`src/pkg/kwdt_pkg.sv`:
```
// Constants shared by the keyed watchdog timer.
// Assumes a 16-bit register port with 12-bit offsets into the config region.
package kwdt_pkg;

	// ------------------------------------------------------------
	// Register offsets
	// ------------------------------------------------------------
	localparam logic [11:0] OFF_CTL = 12'hcb0;
	localparam logic [11:0] OFF_CNT_LO = 12'hcb2;
	localparam logic [11:0] OFF_CNT_HI = 12'hcb4;
	localparam logic [11:0] OFF_ROUTE = 12'hd42;
	localparam logic [11:0] OFF_CAUSE = 12'hd74;

	// ------------------------------------------------------------
	// Key words
	// ------------------------------------------------------------
	localparam logic [15:0] KEY_OPEN1 = 16'h3333;
	localparam logic [15:0] KEY_OPEN2 = 16'hcccc;
	localparam logic [15:0] KEY_CLR1 = 16'haaaa;
	localparam logic [15:0] KEY_CLR2 = 16'h5555;

	// ------------------------------------------------------------
	// Field layout and reset values
	// ------------------------------------------------------------
	localparam int CTL_RUN_BIT = 15;
	localparam int CTL_RST_BIT = 14;
	localparam int CTL_IRQ_BIT = 12;
	localparam int EXP_W = 8;
	localparam int CNT_W = 31;
	localparam int CNT_LO_W = 16;
	localparam int CAUSE_WDT_BIT = 0;
	localparam int STRAP_W = 8;
	localparam logic [7:0] EXP_RST = 8'h80;
	localparam logic RST_ON_TO_RST = 1'b1;

	// Exponent of the lowest select bit, and the offset for higher bits
	localparam int EXP_FIRST = 14;
	localparam int EXP_BASE = 23;

	// ------------------------------------------------------------
	// Timing
	// ------------------------------------------------------------
	localparam int SYS_CLK_MHZ = 250;
	localparam int WDT_CLK_MHZ = 33;

	typedef enum logic [2:0] {KS_IDLE, KS_OPEN1, KS_OPEN, KS_CLR1} kwdt_key_e;

endpackage

```
`src/logic/kwdt_top.sv`:
```
// Keyed watchdog timer: counter, key sequencer, control and status registers.
// Assumes a synchronous single-cycle register port and an outside reset
// controller that turns sys_reset_o into a pulse on rst_n_i.
//
// Notes on behaviour
// - Enabling the watchdog clears the count, which then counts by itself.
// - Count advances by one per 33-MHz tick while enabled.
// - Time-out yields interrupt or system reset per reset_on_timeout.
// - Interrupt mode: first time-out interrupts and restarts; next one resets.
// - Open key 3333h then CCCCh permits exactly one data write.
// - Key words written with no open key pending are never stored into the control register.
// - Once running, control writes need a fresh open key.
// - Clear key AAAAh then 5555h zeroes the count at once.
// - AAAAh while open key pending is the data write.
// - Traffic to other addresses between key words does not break sequences; a control read does.
// - Time-out with interrupt flag still set forces a system reset.
// - Time-out comes after two to the selected exponent ticks.
// - Exponent field is writable only while run_enable is zero.
// - One-hot exponent: 00h none, 01h is 14, 02h..80h are 24..30.
// - Lowest set exponent bit wins, so F0h gives 27.
// - Debug mode halts the count; it resumes afterwards.
// - Watchdog reset does not resample the power-on straps.
// - Count readable as low half 15-0 and high half 30-16.
// - Reset status records a watchdog-caused system reset.
// - Interrupt flag cleared only by unlocked write of one.
// - While enabled only run_enable and interrupt flag are writable.
// - Power-on: disabled, maximum exponent, reset_on_timeout set.
module kwdt_top #(
	parameter int TICK_NUM = kwdt_pkg::WDT_CLK_MHZ,
	parameter int TICK_DEN = kwdt_pkg::SYS_CLK_MHZ,
	parameter int ROUTE_W = 16
) (
	// Clock and resets
	input wire logic clk_sys_i,
	input wire logic rst_n_i,
	input wire logic power_good_in_i,
	// Register port
	input wire logic wr_i,
	input wire logic rd_i,
	input wire logic [11:0] addr_i,
	input wire logic [15:0] wdata_i,
	output logic [15:0] rdata_o,
	output logic rd_valid_o,
	// System
	input wire logic dbg_mode_i,
	input wire logic [kwdt_pkg::STRAP_W-1:0] strap_i,
	output logic [kwdt_pkg::STRAP_W-1:0] strap_o,
	output logic [ROUTE_W-1:0] irq_route_o,
	output logic irq_o,
	output logic sys_reset_o
);

	// ------------------------------------------------------------
	// Helpers
	// ------------------------------------------------------------
	// Terminal count is the limit minus one; zero select gives no time-out
	function automatic logic [kwdt_pkg::CNT_W-1:0] kwdt_term(input logic [kwdt_pkg::EXP_W-1:0] sel);
		logic [kwdt_pkg::CNT_W-1:0] t;
		t = '0;
		for (int i = kwdt_pkg::EXP_W - 1; i >= 0; i--)
		begin
			if (sel[i])
				t = (31'h1 << (i == 0 ? kwdt_pkg::EXP_FIRST : kwdt_pkg::EXP_BASE + i)) - 31'h1;
		end
		return t;
	endfunction

	localparam int ACC_W = $clog2(TICK_DEN + TICK_NUM);
	localparam logic [ACC_W-1:0] ACC_NUM = ACC_W'(TICK_NUM);
	localparam logic [ACC_W-1:0] ACC_DEN = ACC_W'(TICK_DEN);

	// ------------------------------------------------------------
	// State
	// ------------------------------------------------------------
	kwdt_pkg::kwdt_key_e key_r, key_nxt;
	logic run_en_r, rst_on_to_r, irq_flag_r;
	logic [kwdt_pkg::EXP_W-1:0] exp_r;
	logic [kwdt_pkg::CNT_W-1:0] cnt_r, cnt_nxt;
	logic [ACC_W-1:0] acc_r;
	logic cause_wdt_r;

	// ------------------------------------------------------------
	// Decode
	// ------------------------------------------------------------
	wire logic wr_ctl_w = wr_i && (addr_i == kwdt_pkg::OFF_CTL);
	wire logic rd_ctl_w = rd_i && (addr_i == kwdt_pkg::OFF_CTL);
	wire logic wr_cause_w = wr_i && (addr_i == kwdt_pkg::OFF_CAUSE);
	wire logic wr_route_w = wr_i && (addr_i == kwdt_pkg::OFF_ROUTE);
	wire logic [ACC_W-1:0] acc_sum_w = acc_r + ACC_NUM;
	wire logic tick_w = acc_sum_w >= ACC_DEN;
	wire logic [kwdt_pkg::CNT_W-1:0] term_w = kwdt_term(exp_r);
	wire logic data_wr_w = wr_ctl_w && (key_r == kwdt_pkg::KS_OPEN);
	wire logic clr_key_w = wr_ctl_w && (key_r == kwdt_pkg::KS_CLR1) && (wdata_i == kwdt_pkg::KEY_CLR2);
	wire logic en_rise_w = data_wr_w && !run_en_r && wdata_i[kwdt_pkg::CTL_RUN_BIT];
	wire logic counting_w = run_en_r && tick_w && !dbg_mode_i;
	wire logic hit_w = counting_w && (exp_r != '0) && (cnt_r == term_w);
	wire logic to_reset_w = hit_w && (rst_on_to_r || irq_flag_r);
	wire logic to_irq_w = hit_w && !rst_on_to_r && !irq_flag_r;

	// ------------------------------------------------------------
	// Key sequencer
	// ------------------------------------------------------------
	// Only control-address accesses move it, so other traffic may interleave
	always_comb
	begin
		key_nxt = key_r;
		if (wr_ctl_w)
		begin
			unique case (key_r)
				kwdt_pkg::KS_OPEN: key_nxt = kwdt_pkg::KS_IDLE;
				kwdt_pkg::KS_IDLE, kwdt_pkg::KS_OPEN1, kwdt_pkg::KS_CLR1:
				begin
					if (wdata_i == kwdt_pkg::KEY_OPEN1)
						key_nxt = kwdt_pkg::KS_OPEN1;
					else if (wdata_i == kwdt_pkg::KEY_CLR1)
						key_nxt = kwdt_pkg::KS_CLR1;
					else if (key_r == kwdt_pkg::KS_OPEN1 && wdata_i == kwdt_pkg::KEY_OPEN2)
						key_nxt = kwdt_pkg::KS_OPEN;
					else
						key_nxt = kwdt_pkg::KS_IDLE;
				end
				default: key_nxt = kwdt_pkg::KS_IDLE;
			endcase
		end
		else if (rd_ctl_w)
			key_nxt = kwdt_pkg::KS_IDLE;
	end

	always_ff @(posedge clk_sys_i)
	begin
		if (!rst_n_i)
			key_r <= kwdt_pkg::KS_IDLE;
		else
			key_r <= key_nxt;
	end

	// ------------------------------------------------------------
	// Control register
	// ------------------------------------------------------------
	always_ff @(posedge clk_sys_i)
	begin
		if (!rst_n_i)
		begin
			run_en_r <= 1'b0;
			rst_on_to_r <= kwdt_pkg::RST_ON_TO_RST;
			exp_r <= kwdt_pkg::EXP_RST;
			irq_flag_r <= 1'b0;
		end
		else
		begin
			if (data_wr_w)
				run_en_r <= wdata_i[kwdt_pkg::CTL_RUN_BIT];
			if (data_wr_w && !run_en_r)
			begin
				rst_on_to_r <= wdata_i[kwdt_pkg::CTL_RST_BIT];
				exp_r <= wdata_i[kwdt_pkg::EXP_W-1:0];
			end
			// Hardware set beats a same-cycle software clear
			if (to_irq_w)
				irq_flag_r <= 1'b1;
			else if (data_wr_w && wdata_i[kwdt_pkg::CTL_IRQ_BIT])
				irq_flag_r <= 1'b0;
		end
	end

	// ------------------------------------------------------------
	// Counter and tick divider
	// ------------------------------------------------------------
	// Fractional divider: 33 ticks every 250 cycles, jitter of one cycle
	always_comb
	begin
		cnt_nxt = cnt_r;
		if (en_rise_w || clr_key_w || hit_w)
			cnt_nxt = '0;
		else if (counting_w)
			cnt_nxt = cnt_r + 31'h1;
	end

	always_ff @(posedge clk_sys_i)
	begin
		if (!rst_n_i)
		begin
			cnt_r <= '0;
			acc_r <= '0;
		end
		else
		begin
			cnt_r <= cnt_nxt;
			acc_r <= tick_w ? acc_sum_w - ACC_DEN : acc_sum_w;
		end
	end

	// ------------------------------------------------------------
	// Outputs, routing and reset cause
	// ------------------------------------------------------------
	always_ff @(posedge clk_sys_i)
	begin
		if (!rst_n_i)
		begin
			irq_o <= 1'b0;
			sys_reset_o <= 1'b0;
			irq_route_o <= '0;
		end
		else
		begin
			irq_o <= to_irq_w;
			sys_reset_o <= to_reset_w;
			if (wr_route_w)
				irq_route_o <= wdata_i[ROUTE_W-1:0];
		end
	end

	// Power-good domain: survives the watchdog's own system reset
	always_ff @(posedge clk_sys_i)
	begin
		if (!power_good_in_i)
		begin
			cause_wdt_r <= 1'b0;
			strap_o <= strap_i;
		end
		else if (to_reset_w)
			cause_wdt_r <= 1'b1;
		else if (wr_cause_w && wdata_i[kwdt_pkg::CAUSE_WDT_BIT])
			cause_wdt_r <= 1'b0;
	end

	// ------------------------------------------------------------
	// Read path
	// ------------------------------------------------------------
	logic [15:0] rd_mux_w;
	always_comb
	begin
		rd_mux_w = 16'h0000;
		unique case (addr_i)
			kwdt_pkg::OFF_CTL:
			begin
				rd_mux_w[kwdt_pkg::CTL_RUN_BIT] = run_en_r;
				rd_mux_w[kwdt_pkg::CTL_RST_BIT] = rst_on_to_r;
				rd_mux_w[kwdt_pkg::CTL_IRQ_BIT] = irq_flag_r;
				rd_mux_w[kwdt_pkg::EXP_W-1:0] = exp_r;
			end
			kwdt_pkg::OFF_CNT_LO: rd_mux_w = cnt_r[kwdt_pkg::CNT_LO_W-1:0];
			kwdt_pkg::OFF_CNT_HI: rd_mux_w = {1'b0, cnt_r[kwdt_pkg::CNT_W-1:kwdt_pkg::CNT_LO_W]};
			kwdt_pkg::OFF_ROUTE: rd_mux_w[ROUTE_W-1:0] = irq_route_o;
			kwdt_pkg::OFF_CAUSE: rd_mux_w[kwdt_pkg::CAUSE_WDT_BIT] = cause_wdt_r;
			default: rd_mux_w = 16'h0000;
		endcase
	end

	always_ff @(posedge clk_sys_i)
	begin
		if (!rst_n_i)
		begin
			rdata_o <= 16'h0000;
			rd_valid_o <= 1'b0;
		end
		else
		begin
			rd_valid_o <= rd_i;
			if (rd_i)
				rdata_o <= rd_mux_w;
		end
	end
endmodule

```
`config.mk`:
```
export PLATFORM = sky130hd
export DESIGN_NAME = kwdt_top
export DESIGN_NICKNAME = d
export VERILOG_FILES = /design/src/pkg/kwdt_pkg.sv /design/src/logic/kwdt_top.sv
export SDC_FILE = /design/constraint.sdc
export NUM_CORES = 1
export LEC_CHECK = 0
export BUFFER_PORTS_ARGS = -buffer_cell sky130_fd_sc_hd__buf_2
export CORE_ASPECT_RATIO = 0.7
export CORE_UTILIZATION = 25
export DETAILED_ROUTE_END_ITERATION = 8
export HOLD_SLACK_MARGIN = 0.06
export SLEW_MARGIN = 20
export SYNTH_ARGS = -nofsm -noshare
export SYNTH_HDL_FRONTEND = slang
export SYNTH_SLANG_ARGS = --single-unit
```
`constraint.sdc`:
```
create_clock -name clk_sys_i -period 2.35 [get_ports clk_sys_i]
set_clock_uncertainty 0.2 [all_clocks]
set_input_delay 0.1175 -clock clk_sys_i [delete_from_list [all_inputs] [get_ports clk_sys_i]]
set_output_delay 0.1175 -clock clk_sys_i [all_outputs]
set_load 0.02 [all_outputs]
```
======== Word level (Yosys, flattened, before mapping) ========
Index checks and enable logic that the tools add are counted.
cells by class
  add/sub/neg operators ................... 3
  $lt $le $gt $ge ......................... 1
  equal/unequal tests ..................... 13
  mux-type cells .......................... 25
  bitwise gates (word level) .............. 1
  reduce and logical (&&, ||, !) cells .... 33
operators with widths
  operator                 count
  $mux W31                 7
  $eq A12 B12 Y1 const B   5
  $eq A16 B16 Y1 const B   2
  $add A31 B1 Y31 const B  1
  $eq A31 B31 Y1           1
  $mux W30                 1
  $pmux W7 S4              1
  $logic_and A1 B1 Y1      19
  $eq A16 B14 Y1 const B   1
  $eq A16 B15 Y1 const B   1
  $pmux W4 S3              1
  $add A9 B6 Y9 const B    1
  $ge A9 B8 Y1 const B     1
  $mux W9                  1
  $sub A9 B8 Y9 const B    1
  $mux W2                  4
  $pmux W2 S4              1
  $reduce_bool A8 Y1       1
  $eq A3 B2 Y1 const B     2
  $mux W3                  2
  $reduce_bool A2 Y1       3
  $pmux W1 S5              1
  $logic_not A1 Y1         4
  $mux W1                  4
  other kinds (8)          10
word-level totals
  bits in registers ....................... 98
  bits of input ports ..................... 42
  output and inout bits ................... 43

======== Depth between registers and ports, before layout ========
Gate-level depths: netlist (run 1).
  word-level depth ........................ 13
  depth in mapped cells ................... 10
  depth with buffers taken out ............ 8

======== Worst setup path after synthesis (run 1) ========
No wires, ideal clock.
  path kind ............................... register -> register
  from .................................... register acc_r[0]
  to ...................................... register cnt_r[16] in the netlist's numbering
  library setup time ...................... 0.086 ns
  arrival ................................. 2.329 ns
  path slack .............................. -0.265 ns
  cell stages (with the launch flop) ...... 10
  buffers on the path ..................... 1
  period minus slack after synthesis ...... 2.615 ns
  path through ............................ dfxtp_1 -> ha_1 -> xnor2_2 -> ha_1 -> a21boi_0 -> nor4_1 -> a22oi_2 -> buf_4 -> or3_1 -> a211oi_1
between the ends
  cells in the longest elaborated chain, start to end .. 8
RTL lines
  item                                line             source
  from (decl)                         kwdt_top.sv:79   logic [ACC_W-1:0] acc_r;
  from (signal assigned)              kwdt_top.sv:189  acc_r <= tick_w ? acc_sum_w - ACC_DEN : acc_sum_w;
  $add A9 B6 Y9 *                     kwdt_top.sv:89   wire logic [ACC_W-1:0] acc_sum_w = acc_r + ACC_NUM;
  $ge A9 B8 Y1 *                      kwdt_top.sv:90   wire logic tick_w = acc_sum_w >= ACC_DEN;
  $logic_and A1 B1 Y1 * (2 in a row)  kwdt_top.sv:95   wire logic counting_w = run_en_r && tick_w && !dbg_mode_i;
  $logic_and A1 B1 Y1 (2 in a row)    kwdt_top.sv:96   wire logic hit_w = counting_w && (exp_r != '0) && (cnt_r == term_w);
  $logic_or A1 B1 Y1                  kwdt_top.sv:173  if (en_rise_w || clr_key_w || hit_w)
  $reduce_or A2 Y1 (no source line)   -
  to (signal assigned)                kwdt_top.sv:188  cnt_r <= cnt_nxt;
  to (decl)                           kwdt_top.sv:78   logic [kwdt_pkg::CNT_W-1:0] cnt_r, cnt_nxt;
Mark *: on every way between the ends. The rest lies on a longest branch, timed or not.
A chain may end at the register's enable or synchronous reset.

======== Worst setup path in the final report (run 1) ========
  from .................................... register acc_r[1]
  to ...................................... register cnt_r[10] in the netlist's numbering
Same word-level chain as after synthesis.

==> results of run 1 <==
synth_stat cells, types with 5 or more instances:
cell / instances / area, µm²
a21o_1: 5 / 37.5
or4_1: 7 / 52.6
buf_2: 10 / 50.1
a211oi_1: 28 / 210
inv_1: 13 / 48.8
o2bb2ai_1: 6 / 52.6
o21ai_0: 30 / 150
nand2_1: 68 / 255
a221oi_1: 10 / 87.6
nand4_1: 8 / 50.1
a21oi_1: 33 / 165
nor4bb_1: 5 / 50.1
a2bb2oi_1: 5 / 43.8
and3_1: 5 / 31.3
or3_1: 25 / 156
buf_4: 5 / 37.5
and2_1: 7 / 43.8
nand3_1: 19 / 95.1
mux2i_1: 12 / 120
dfxtp_1: 89 / 1780
edfxtp_1: 8 / 240
nor3_1: 14 / 70.1
xnor2_1: 6 / 52.6
nor2_1: 41 / 154
or2_2: 6 / 37.5
a22o_1: 9 / 78.8
clkbuf_1: 8 / 30.0
nor4_1: 7 / 43.8
and4_1: 6 / 52.6
repair_timing:
action	4_1_cts	5_1_grt
hold buffers	32	0
pin swaps	17	30
endpoints found under the hold margin	41	0
buffers inserted	13	10
gates resized for setup	45	47
endpoints found under the setup margin	40	41
cloned	2	2
per-layer routing:
layer	track usage	wire length, µm	vias to the layer above
li1	-	-	2677
met4	0.0393	226	0
met2	0.238	7520	224
met5	0	0	-
met1	0.270	9580	2706
met3	0.0468	1580	15
final cells by class:
| class | count | area [µm²] |
|---|---|---|
| clock buffers | 9 | 225 |
| flip-flops and latches | 97 | 2030 |
| clock inverters | 7 | 60.1 |
| inverters | 15 | 56.3 |
| multi-input cells | 442 | 3340 |
| repair buffers | 241 | 1840 |
| well taps | 270 | 338 |
| fillers | 1987 | 12100 |
stage by stage:
stage | worst slack (ns) | cell area [µm²] | utilization | TNS [ns] | hold slack [ns]
after global routing | -0.280 | 7890 | 0.395 | -8.33 | 0.137
after detailed placement | -0.298 | 6650 | 0.333 | -9.69 | 0.0964
after CTS | -0.185 | 7640 | 0.383 | -4.63 | 0.0694
after floorplan | 0.00309 | 5210 | - | 0 | 0.0164
after global placement | -0.266 | 6650 | 0.333 | -8.28 | 0.0947
final | -0.229 | 7890 | 0.395 | -5.14 | 0.0892
cell families after synthesis:
group / after synthesis / share of synthesized area
adder cells (fa/ha/maj): 4 / 0.00978
XOR/XNOR: 10 / 0.0200
AO/OA/AOI/OAI: 163 / 0.229
flip-flops: 97 / 0.395
multiplexers: 13 / 0.0257
buffers and inverters: 42 / 0.0415
AND/OR/NAND/NOR: 250 / 0.279
registers in the layout, summed over array words and instances, names as in the netlist, 2 cells and up:
name / cells
cnt_r: 31
irq_route_o: 16
rdata_o: 16
acc_r: 9
exp_r: 8
strap_o: 8
key_r: 2
worst max-delay path, delay by kind of cell (launching register included):
| family | cells | cell delay [ns] |
|---|---|---|
| xor gates and xnor gates | 1 | 0.16 |
| DFF | 1 | 0.36 |
| AOI/OAI and AO/OA | 3 | 0.45 |
| adders and majority gates | 2 | 0.37 |
| buffers and inverters | 2 | 0.35 |
| and+or+nand+nor | 2 | 0.59 |
cells in the final DEF, fill, tap and decap left out, types with 6 or more instances in the layout:
| cell | netlist | final |
|---|---|---|
| a211oi_2 | 2 | 25 |
| a21oi_1 | 33 | 30 |
| a221oi_1 | 10 | 10 |
| a22o_1 | 9 | 9 |
| and2_1 | 7 | 7 |
| and4_1 | 6 | 6 |
| buf_12 | 0 | 7 |
| buf_2 | 10 | 84 |
| buf_4 | 5 | 103 |
| buf_6 | 3 | 13 |
| clkbuf_16 | 0 | 9 |
| dfxtp_1 | 89 | 84 |
| dlygate4sd3_1 | 0 | 32 |
| edfxtp_1 | 8 | 8 |
| inv_1 | 13 | 13 |
| mux2i_1 | 12 | 12 |
| nand2_1 | 68 | 68 |
| nand3_1 | 19 | 19 |
| nand4_1 | 8 | 8 |
| nor2_1 | 41 | 39 |
| nor3_1 | 14 | 11 |
| nor4_4 | 4 | 7 |
| o21ai_0 | 30 | 27 |
| o2bb2ai_1 | 6 | 6 |
| or2_2 | 6 | 6 |
| or3_1 | 25 | 20 |
| xnor2_1 | 6 | 6 |
path summary, 6_finish.rpt:
| path | from | to | cells after the start |
|---|---|---|---|
| worst max-delay path | acc_r[1] | cnt_r[10] | 10 |
| worst min-delay path | addr_i[2] | key_r[0] | 5 |
| worst max register to register | acc_r[1] | cnt_r[10] | 10 |
| worst min register to register | rdata_o[15] | rdata_o[15] | 2 |
power groups by stage:
stage / sequential (W) / clock, W / combinational, W
3_3_place_gp: 0.00174 / 0 / 0.000282
6_report: 0.00170 / 0.00145 / 0.000356
4_1_cts: 0.00170 / 0.00148 / 0.000339
5_1_grt: 0.00170 / 0.00154 / 0.000385
3_5_place_dp: 0.00174 / 0 / 0.000284
2_1_floorplan: 0.00176 / 0 / 0.000131
==> key figures, run 1 <==
Outcome
  • Outcome: complete, but fails checks
  • Failing checks: negative setup slack

Synth
  • Mapped cell area: 5120 µm²
  • Seq cells post-synth: 97
  • Sequential area share after synthesis: 0.395
  • Post-Syn Nets: 625
  • YS warnings: 0
  • Share of flip-flops with an asynchronous set or reset: 0
  • Post-Syn Instances: 579
  • Syn avg cell area: 8.84 µm²
  • Post-synth top flop: dfxtp_1
  • Number of flops mapped to enable cells by yosys: 8
  • Yosys cell types: 81

Drt
  • # DRC: 0
  • Final WL: 18,900 µm
  • Via-to-Cell Ratio: between 5 and 6
  • ANT nets after route: 0
  • Drt initial violations: just under 600
  • WL/cell: 17.5 µm
  • Via count: 5,622
  • Drt pass-1 iters: 8

Place
  • Dpl hpwl: 12,900 µm
  • IO Port Bufs: 84
  • Placer Congestion: a little over 0.9
  • Cells after DPL: 1,008

Worst setup path
  • Data required, critical path: 2.42 ns
  • WS Path Type: register to register
  • CP Max Fanout: 5
  • Slowest-stage cell, CP: dfxtp_4
  • Worst path cell trace: ha_4 > xnor2_4 > ha_4 > a21boi_4 > nor4_4 > buf_4 > a22oi_2 > buf_4 > or3_1 > a211oi_1
  • R2R setup slack: -0.23 ns
  • Worst Path Arrival: 2.65 ns
  • CP max stage delay: 0.36 ns
  • Startpoint Class: register
  • Crit end category: register

Clocking
  • Clock tree buffer depth: 2
  • Clock transition at the registers of the reported paths: 0.08 ns
  • TritonCTS clock tree: yes
  • Root Buffer: clkbuf_16
  • TritonCTS Sinks: 97
  • Skew-Pair Late Insertion Delay: approximately 0.36 ns
  • H-tree depth: 3
  • CTS Buf Count: 9

STA
  • Slew Limit Fails: 0
  • RSZ-0062 raised after global routing: yes
  • Hold Fails Final Rpt: 0
  • Slew headroom: 0.485
  • Final WS setup: -0.229 ns
  • Setup violators final: 36
  • Worst-margin pin slew: about 0.77 ns
  • Period utilization: 1.10
  • Max Freq: 0.388 GHz
  • Final Critical Period: 2.58 ns

Floorplan
  • Die Span Y: between 100 and 150 µm
  • DIE WIDTH: 173 µm
  • Ports: 85
  • Initial Utilization: 0.257
  • Core area: about 20,000 µm²
  • Total die area: 21,100 µm²
  • Core Rows: 43

Global route
  • Largest net degree at the start of global routing: 46
  • Total routing usage reported by global routing: 0.176
  • First-pass GRT wire length: 28,800 µm
  • Initial antenna violation count: 0
  • Vias in the first global route: 5,050
  • Total gr overflow: 0

Power
  • Pwr dens: 445 nW/µm²
  • Tot Pwr: 0.00351 W
  • Flop pwr share: 0.485
  • Switching share of power: 0.260
  • LEAKAGE: 2.89 nW
  • Clock power share: 0.414
  • Pint: 0.00260 W
  • Max VDD drop: 0.372 mV
  • Combinational share of power: 0.102
  • Switching Power: 0.000913 W

Cells and area
  • ANT cells: 0
  • Final cell count without fillers: about 1,100
  • Final Net Count: around 850
  • Share of post-route cells with drive strength above 1: 0.397
  • Area growth syn-to-layout: 54.1%

Min path
  • HP Class: primary input to register

Flow run
  • Max cap viols: 0
Note: power is estimated with default switching activity, not from simulation.
==> run 2: changes to the inputs <==
--- a/config.mk
+++ b/config.mk
@@ -5,6 +5,7 @@
 export SDC_FILE = /design/constraint.sdc
 export NUM_CORES = 1
 export LEC_CHECK = 0
+export ABC_AREA = 1
 export BUFFER_PORTS_ARGS = -buffer_cell sky130_fd_sc_hd__buf_2
 export CORE_ASPECT_RATIO = 0.7
 export CORE_UTILIZATION = 25
==> key figures, run 2 <==
Outcome
  • Outcome: completed

Clocking
  • H-tree depth: 3
  • Clock transition at the registers of the reported paths: ~0.070 ns
  • Root Buffer: clkbuf_16
  • Clock tree buffer depth: 2
  • Skew-Pair Late Insertion Delay: 0.36 ns
  • CTS Buf Count: 9
  • TritonCTS clock tree: yes
  • TritonCTS Sinks: 97

Drt
  • Via-to-Cell Ratio: 4.84
  • WL/cell: 15.5 µm
  • Final WL: approximately 19,000 µm
  • Met1 WL: 9600 µm
  • Top sig layer: met4
  • Drt pass-1 iters: 5
  • Drt initial violations: 887
  • # DRC: 0
  • Detailed-routed wire length on met2: between 7000 and 8000 µm
  • Routed wire length on met3: 2300 µm
  • ANT nets after route: 0
  • Via count: between 5,000 and 6,000

Worst setup path
  • Data required, critical path: about 2.4 ns
  • CP Max Fanout: 7
  • Worst path cell trace: ha_4 > xnor2_2 > buf_4 > nand2_1 > nor2_1 > inv_1 > nor2_4 > nor2_4 > nor2_8 > nand2_4 > nand2_8 > clkbuf_16 > a21oi_2
  • CP max stage delay: 0.36 ns
  • Most common cell on crit path: nor2_4
  • Cell depth of the worst flop-to-flop path: 13
  • Worst Path Arrival: 2.38 ns
  • WS Path Type: register to register
  • Crit end category: register
  • Startpoint Class: register
  • Slowest-stage cell, CP: dfxtp_4

Power
  • Clock power share: 0.435
  • Max VDD drop: ~0.30 mV
  • LEAKAGE: 2.94 nW
  • Combinational share of power: 0.089
  • Switching Power: 0.000870 W
  • Flop pwr share: 0.476
  • Tot Pwr: 0.00358 W
  • Pint: 0.00271 W
  • Pwr dens: ~490 nW/µm²
  • Switching share of power: 0.243

Synth
  • Syn avg cell area: 6.91 µm²
  • Yosys top cell area share: 0.319
  • Post-synth top flop: dfxtp_1
  • YS warnings: 0
  • Yosys cell types: 38
  • Share of flip-flops with an asynchronous set or reset: 0
  • Number of flops mapped to enable cells by yosys: 8
  • Sequential area share after synthesis: 0.362
  • Post-Syn Instances: 809
  • Cell taking the most area after synthesis: dfxtp_1
  • Synth cell count leaders: nand2_1 (198), inv_1 (98), dfxtp_1 (89)
  • Mapped cell area: ~5600 µm²
  • Seq cells post-synth: 97
  • Count leader, synth: nand2_1
  • Top cells by area, synth: dfxtp_1 (32%), nand2_1 (13%), inv_1 (6.6%)
  • Post-Syn Nets: between 800 and 900

STA
  • Worst hold margin: around 0.11 ns
  • RSZ-0062 raised after global routing: yes
  • Slew Limit Fails: 0
  • Hold Fails Final Rpt: 0
  • Final WS setup: between 0.02 and 0.025 ns
  • Max Freq: 0.430 GHz
  • Worst-margin pin slew: 0.851 ns
  • Final Critical Period: 2.33 ns
  • Slew headroom: 0.432
  • Setup TNS: 0 ns
  • Setup violators final: 0
  • Period utilization: 0.990

Min path
  • Hold path depth: 5
  • HP Class: primary input to register

Floorplan
  • Initial Utilization: 0.257
  • Die Span Y: 127 µm
  • Core area: 21,800 µm²
  • Total die area: ~23,000 µm²
  • DIE WIDTH: roughly 180 µm
  • Core Rows: 45
  • Ports: 85

Cells and area
  • Storage cell area: ~2000 µm²
  • Largest Register: cnt_r
  • Area occupied by multi-input gates: 3150 µm²
  • # fillers: 2,319
  • Design area: 7350 µm²
  • Largest register FFs: 31
  • Area growth syn-to-layout: 31.4%
  • Largest registers: cnt_r (31), irq_route_o (16), rdata_o (16)
  • Most frequent cells in the layout: nand2_1 (195), inv_1 (96), dfxtp_1 (85)
  • Share of post-route cells with drive strength above 1: 0.230
  • Commonest non-fill, non-tap cell in the layout: nand2_1
  • ANT cells: 0
  • Final Net Count: 992

Global route
  • First-pass GRT wire length: approximately 29,000 µm
  • Initial antenna violation count: 0
  • Vias in the first global route: about 5,400
  • Total gr overflow: 0
  • Total routing usage reported by global routing: 0.164
  • Largest net degree at the start of global routing: 33

Place
  • Cell Area, Placed: 6540 µm²
  • IO Port Bufs: 84
  • Setup WS pre-CTS: 0.0422 ns
  • Placer Congestion: 0.970
  • Dpl hpwl: 14,400 µm

Flow run
  • Max cap viols: 0
[run 2: layout make-up]
| type | count | area share |
|---|---|---|
| Clock inverter | 4 | 0.00698 |
| Clock buffer | 12 | 0.0349 |
| Tap cell | 282 | 0.0480 |
| Sequential cell | 97 | 0.277 |
| Timing Repair Buffer | 153 | 0.151 |
| Multi-Input combinational cell | 581 | 0.429 |
| Inverter | 104 | 0.0531 |
[run 2: routing by layer]
layer	vias up	GRT usage
met4	0	0.0287
li1	2942	-
met5	-	0
met2	290	0.209
met3	14	0.0553
met1	2721	0.256
[run 2: power by group through the flow]
| stage | combinational [W] | sequential, W | clock, W |
|---|---|---|---|
| after floorplan | 0.000120 | 0.00175 | 0 |
| after global placement | 0.000238 | 0.00174 | 0 |
| after detailed placement | 0.000239 | 0.00174 | 0 |
| after CTS | 0.000276 | 0.00170 | 0.00157 |
| after global routing | 0.000343 | 0.00171 | 0.00165 |
| final | 0.000317 | 0.00170 | 0.00156 |
[run 2: worst max-delay path, delay by kind of cell, from the launching register on]
family	cells	cell delay, ns
DFF	1	0.36
xor gates and xnor gates	1	0.25
and+or+nand+nor	7	0.76
AOI/OAI and AO/OA	1	0.03
adders and majority gates	1	0.17
buffers and inverters	3	0.44
[run 2: cell families (layout without fill, tap and decap cells)]
logic type               count (synthesis)  count (layout)  synth area share
buffers and inverters                  131             273            0.0953
adder cells (fa/ha/maj)                  4               4           0.00895
AND/OR/NAND/NOR                        384             384             0.310
AO/OA/AOI/OAI                          162             162             0.176
XOR/XNOR                                31              31            0.0485
flip-flops                              97              97             0.362
[run 2: metrics by stage]
step,utilization,std cells
2_1_floorplan,-,809
3_3_place_gp,0.300,1184
3_5_place_dp,0.300,1184
4_1_cts,0.327,1228
5_1_grt,0.337,1233
6_report,0.337,1233
[run 2: final timing paths]
path	to	start	slack, ns
min	cause_wdt_r	addr_i[9]	0.11
max	cnt_r[22]	acc_r[1]	0.02
min reg2reg	rdata_o[11]	rdata_o[11]	0.27
max reg2reg	cnt_r[22]	acc_r[1]	0.02
[run 2: timing repair]
| item | CTS | global route |
|---|---|---|
| hold buffers | 28 | 0 |
| endpoints found under the hold margin | 62 | 0 |
| gates resized for setup | 0 | 29 |
| setup endpoints to repair | 0 | 38 |
| buffers inserted | 0 | 2 |
==> run 3: changes to the inputs <==
--- a/config.mk
+++ b/config.mk
@@ -11,6 +11,7 @@
 export CORE_UTILIZATION = 25
 export DETAILED_ROUTE_END_ITERATION = 8
 export HOLD_SLACK_MARGIN = 0.06
+export SETUP_SLACK_MARGIN = 0.3
 export SLEW_MARGIN = 20
 export SYNTH_ARGS = -nofsm -noshare
 export SYNTH_HDL_FRONTEND = slang
==> key figures, run 3 (synthesis gave the netlist of run 2 again) <==
Cells and area
  • Largest registers: cnt_r (31), irq_route_o (16), rdata_o (16)
  • # fillers: 2,322
  • Commonest non-fill, non-tap cell in the layout: nand2_1
  • ANT cells: 0
  • Largest Register: cnt_r
  • Share of post-route cells with drive strength above 1: 0.255
  • Most frequent cells in the layout: nand2_1 (192), inv_1 (95), dfxtp_1 (86)
  • Final Net Count: roughly 1,000
  • Area occupied by multi-input gates: 3220 µm²
  • Design area: roughly 7500 µm²
  • Area growth syn-to-layout: 34.6%
  • Storage cell area: 2030 µm²
  • Largest register FFs: 31

Worst setup path
  • Worst Path Arrival: 2.37 ns
  • Data required, critical path: 2.41 ns
  • WS Path Type: register to register
  • R2R setup slack: 0.04 ns
  • R2R Path End: cnt_r[12]
  • Cell depth of the worst flop-to-flop path: 12
  • Startpoint Class: register
  • Crit end category: register
  • CP Max Fanout: 8
  • Reg-to-reg startpoint: cnt_r[3]
  • Crit path capture: cnt_r[12]
  • Critical path origin: cnt_r[3]

Clocking
  • CTS Buf Count: 9
  • Skew-Pair Late Insertion Delay: 0.37 ns
  • TritonCTS Sinks: 97
  • Clock tree buffer depth: 2
  • Clock transition at the registers of the reported paths: 0.08 ns
  • TritonCTS clock tree: yes
  • Root Buffer: clkbuf_16
  • H-tree depth: 3

Place
  • Dpl hpwl: 16,200 µm
  • Cell Area, Placed: 6680 µm²
  • IO Port Bufs: 84
  • Placer Congestion: 0.968

Flow run
  • Max cap viols: 0

Global route
  • Total routing usage reported by global routing: 0.184
  • Total gr overflow: 0
  • Largest net degree at the start of global routing: 33
  • First-pass GRT wire length: 32,100 µm
  • Vias in the first global route: 5,578
  • Initial antenna violation count: 0

STA
  • Final Critical Period: about 2.3 ns
  • RSZ-0062 raised after global routing: yes
  • Worst-margin pin slew: just over 0.9 ns
  • Setup TNS: 0 ns
  • Period utilization: 0.983
  • Slew Limit Fails: 0
  • Slew headroom: 0.396
  • Max Freq: 0.433 GHz
  • Worst hold margin: 0.105 ns
  • Hold Fails Final Rpt: 0
  • Setup violators final: 0

Drt
  • Final WL: 20,800 µm
  • Via-to-Cell Ratio: 4.80
  • Drt initial violations: 568
  • WL/cell: 16.6 µm
  • Via count: 5,995
  • ANT nets after route: 0
  • # DRC: 0
  • Drt pass-1 iters: 7

Floorplan
  • Initial Utilization: 0.257
  • DIE WIDTH: 181 µm
  • Total die area: 23,000 µm²
  • Ports: 85
  • Core Rows: 45
  • Core area: roughly 22,000 µm²
  • Die Span Y: 127 µm

Min path
  • HP Class: primary input to register

Power
  • Pwr dens: ~490 nW/µm²
  • Max VDD drop: 0.325 mV
  • Tot Pwr: 0.00366 W
  • LEAKAGE: 3.03 nW

Outcome
  • Outcome: completed
run 3: cell count changes in the layout (fill, tap and decap cells not counted), sizes merged:
cell / before / now
buf: 122 / 139
clkbuf: 15 / 10
clkinv: 3 / 4
clkinvlp: 1 / 0
inv: 103 / 106
run 3: metrics by stage:
| step | util | setup WS (ns) | cells |
|---|---|---|---|
| CTS | 0.339 | 0.0900 | 1244 |
| floorplan | - | 0.295 | 809 |
| detailed placement | 0.307 | 0.0628 | 1195 |
| global route | 0.346 | -0.0460 | 1248 |
| global placement | 0.307 | 0.0947 | 1195 |
| finish | 0.346 | 0.0390 | 1248 |
run 3: layout make-up:
class                      count  area share
inverter                     104      0.0520
clock buffer                   9      0.0299
tap                          282      0.0469
sequential                    97       0.270
clock inverter                 7      0.0126
timing repair buffer         168       0.162
multi-input combinational    581       0.427
run 3: per-layer routing:
layer	share of wire	GRT usage
met1	0.51	0.286
met2	0.38	0.239
met3	0.10	0.0519
met4	0.011	0.0447
met5	0	0
run 3: worst min-delay path by stage:
stage	startpoint	endpoint	cells past startpoint
detailed placement	strap_i[7]	strap_o[7]	1
global route	addr_i[2]	rdata_o[0]	6
finish	addr_i[2]	rdata_o[0]	6
floorplan	strap_i[0]	strap_o[0]	0
CTS	addr_i[2]	rdata_o[0]	6
global placement	strap_i[3]	strap_o[3]	1
run 3: worst max-delay path, stage by stage (launching register included):
cell and delay (ns):
dfxtp_1 0.47, nand2_1 0.13, nor2_1 0.14, nand2_1 0.09, nor2_1 0.19, nand2_1 0.10, nor2_1 0.13, nand3_1 0.12
nor3_4 0.20, nand2_4 0.11, nand2_8 0.11, clkbuf_16 0.19, a21oi_2 0.03
run 3: repair_timing:
action / 4_1_cts / 5_1_grt
cloned: 1 / 1
resized for setup: 16 / 26
setup buffers: 4 / 3
endpoints found under the hold margin: 57 / 0
setup endpoints to repair: 42 / 42
hold buffers: 28 / 0
pin swaps: 2 / 13
run 3: where the power goes:
group	total (W)	leakage, nW	internal (W)	switching (W)
registers	0.00170	0.798	0.00169	0.0000178
logic	0.000338	2.08	0.000146	0.000191
clock network	0.00161	0.157	0.000857	0.000757
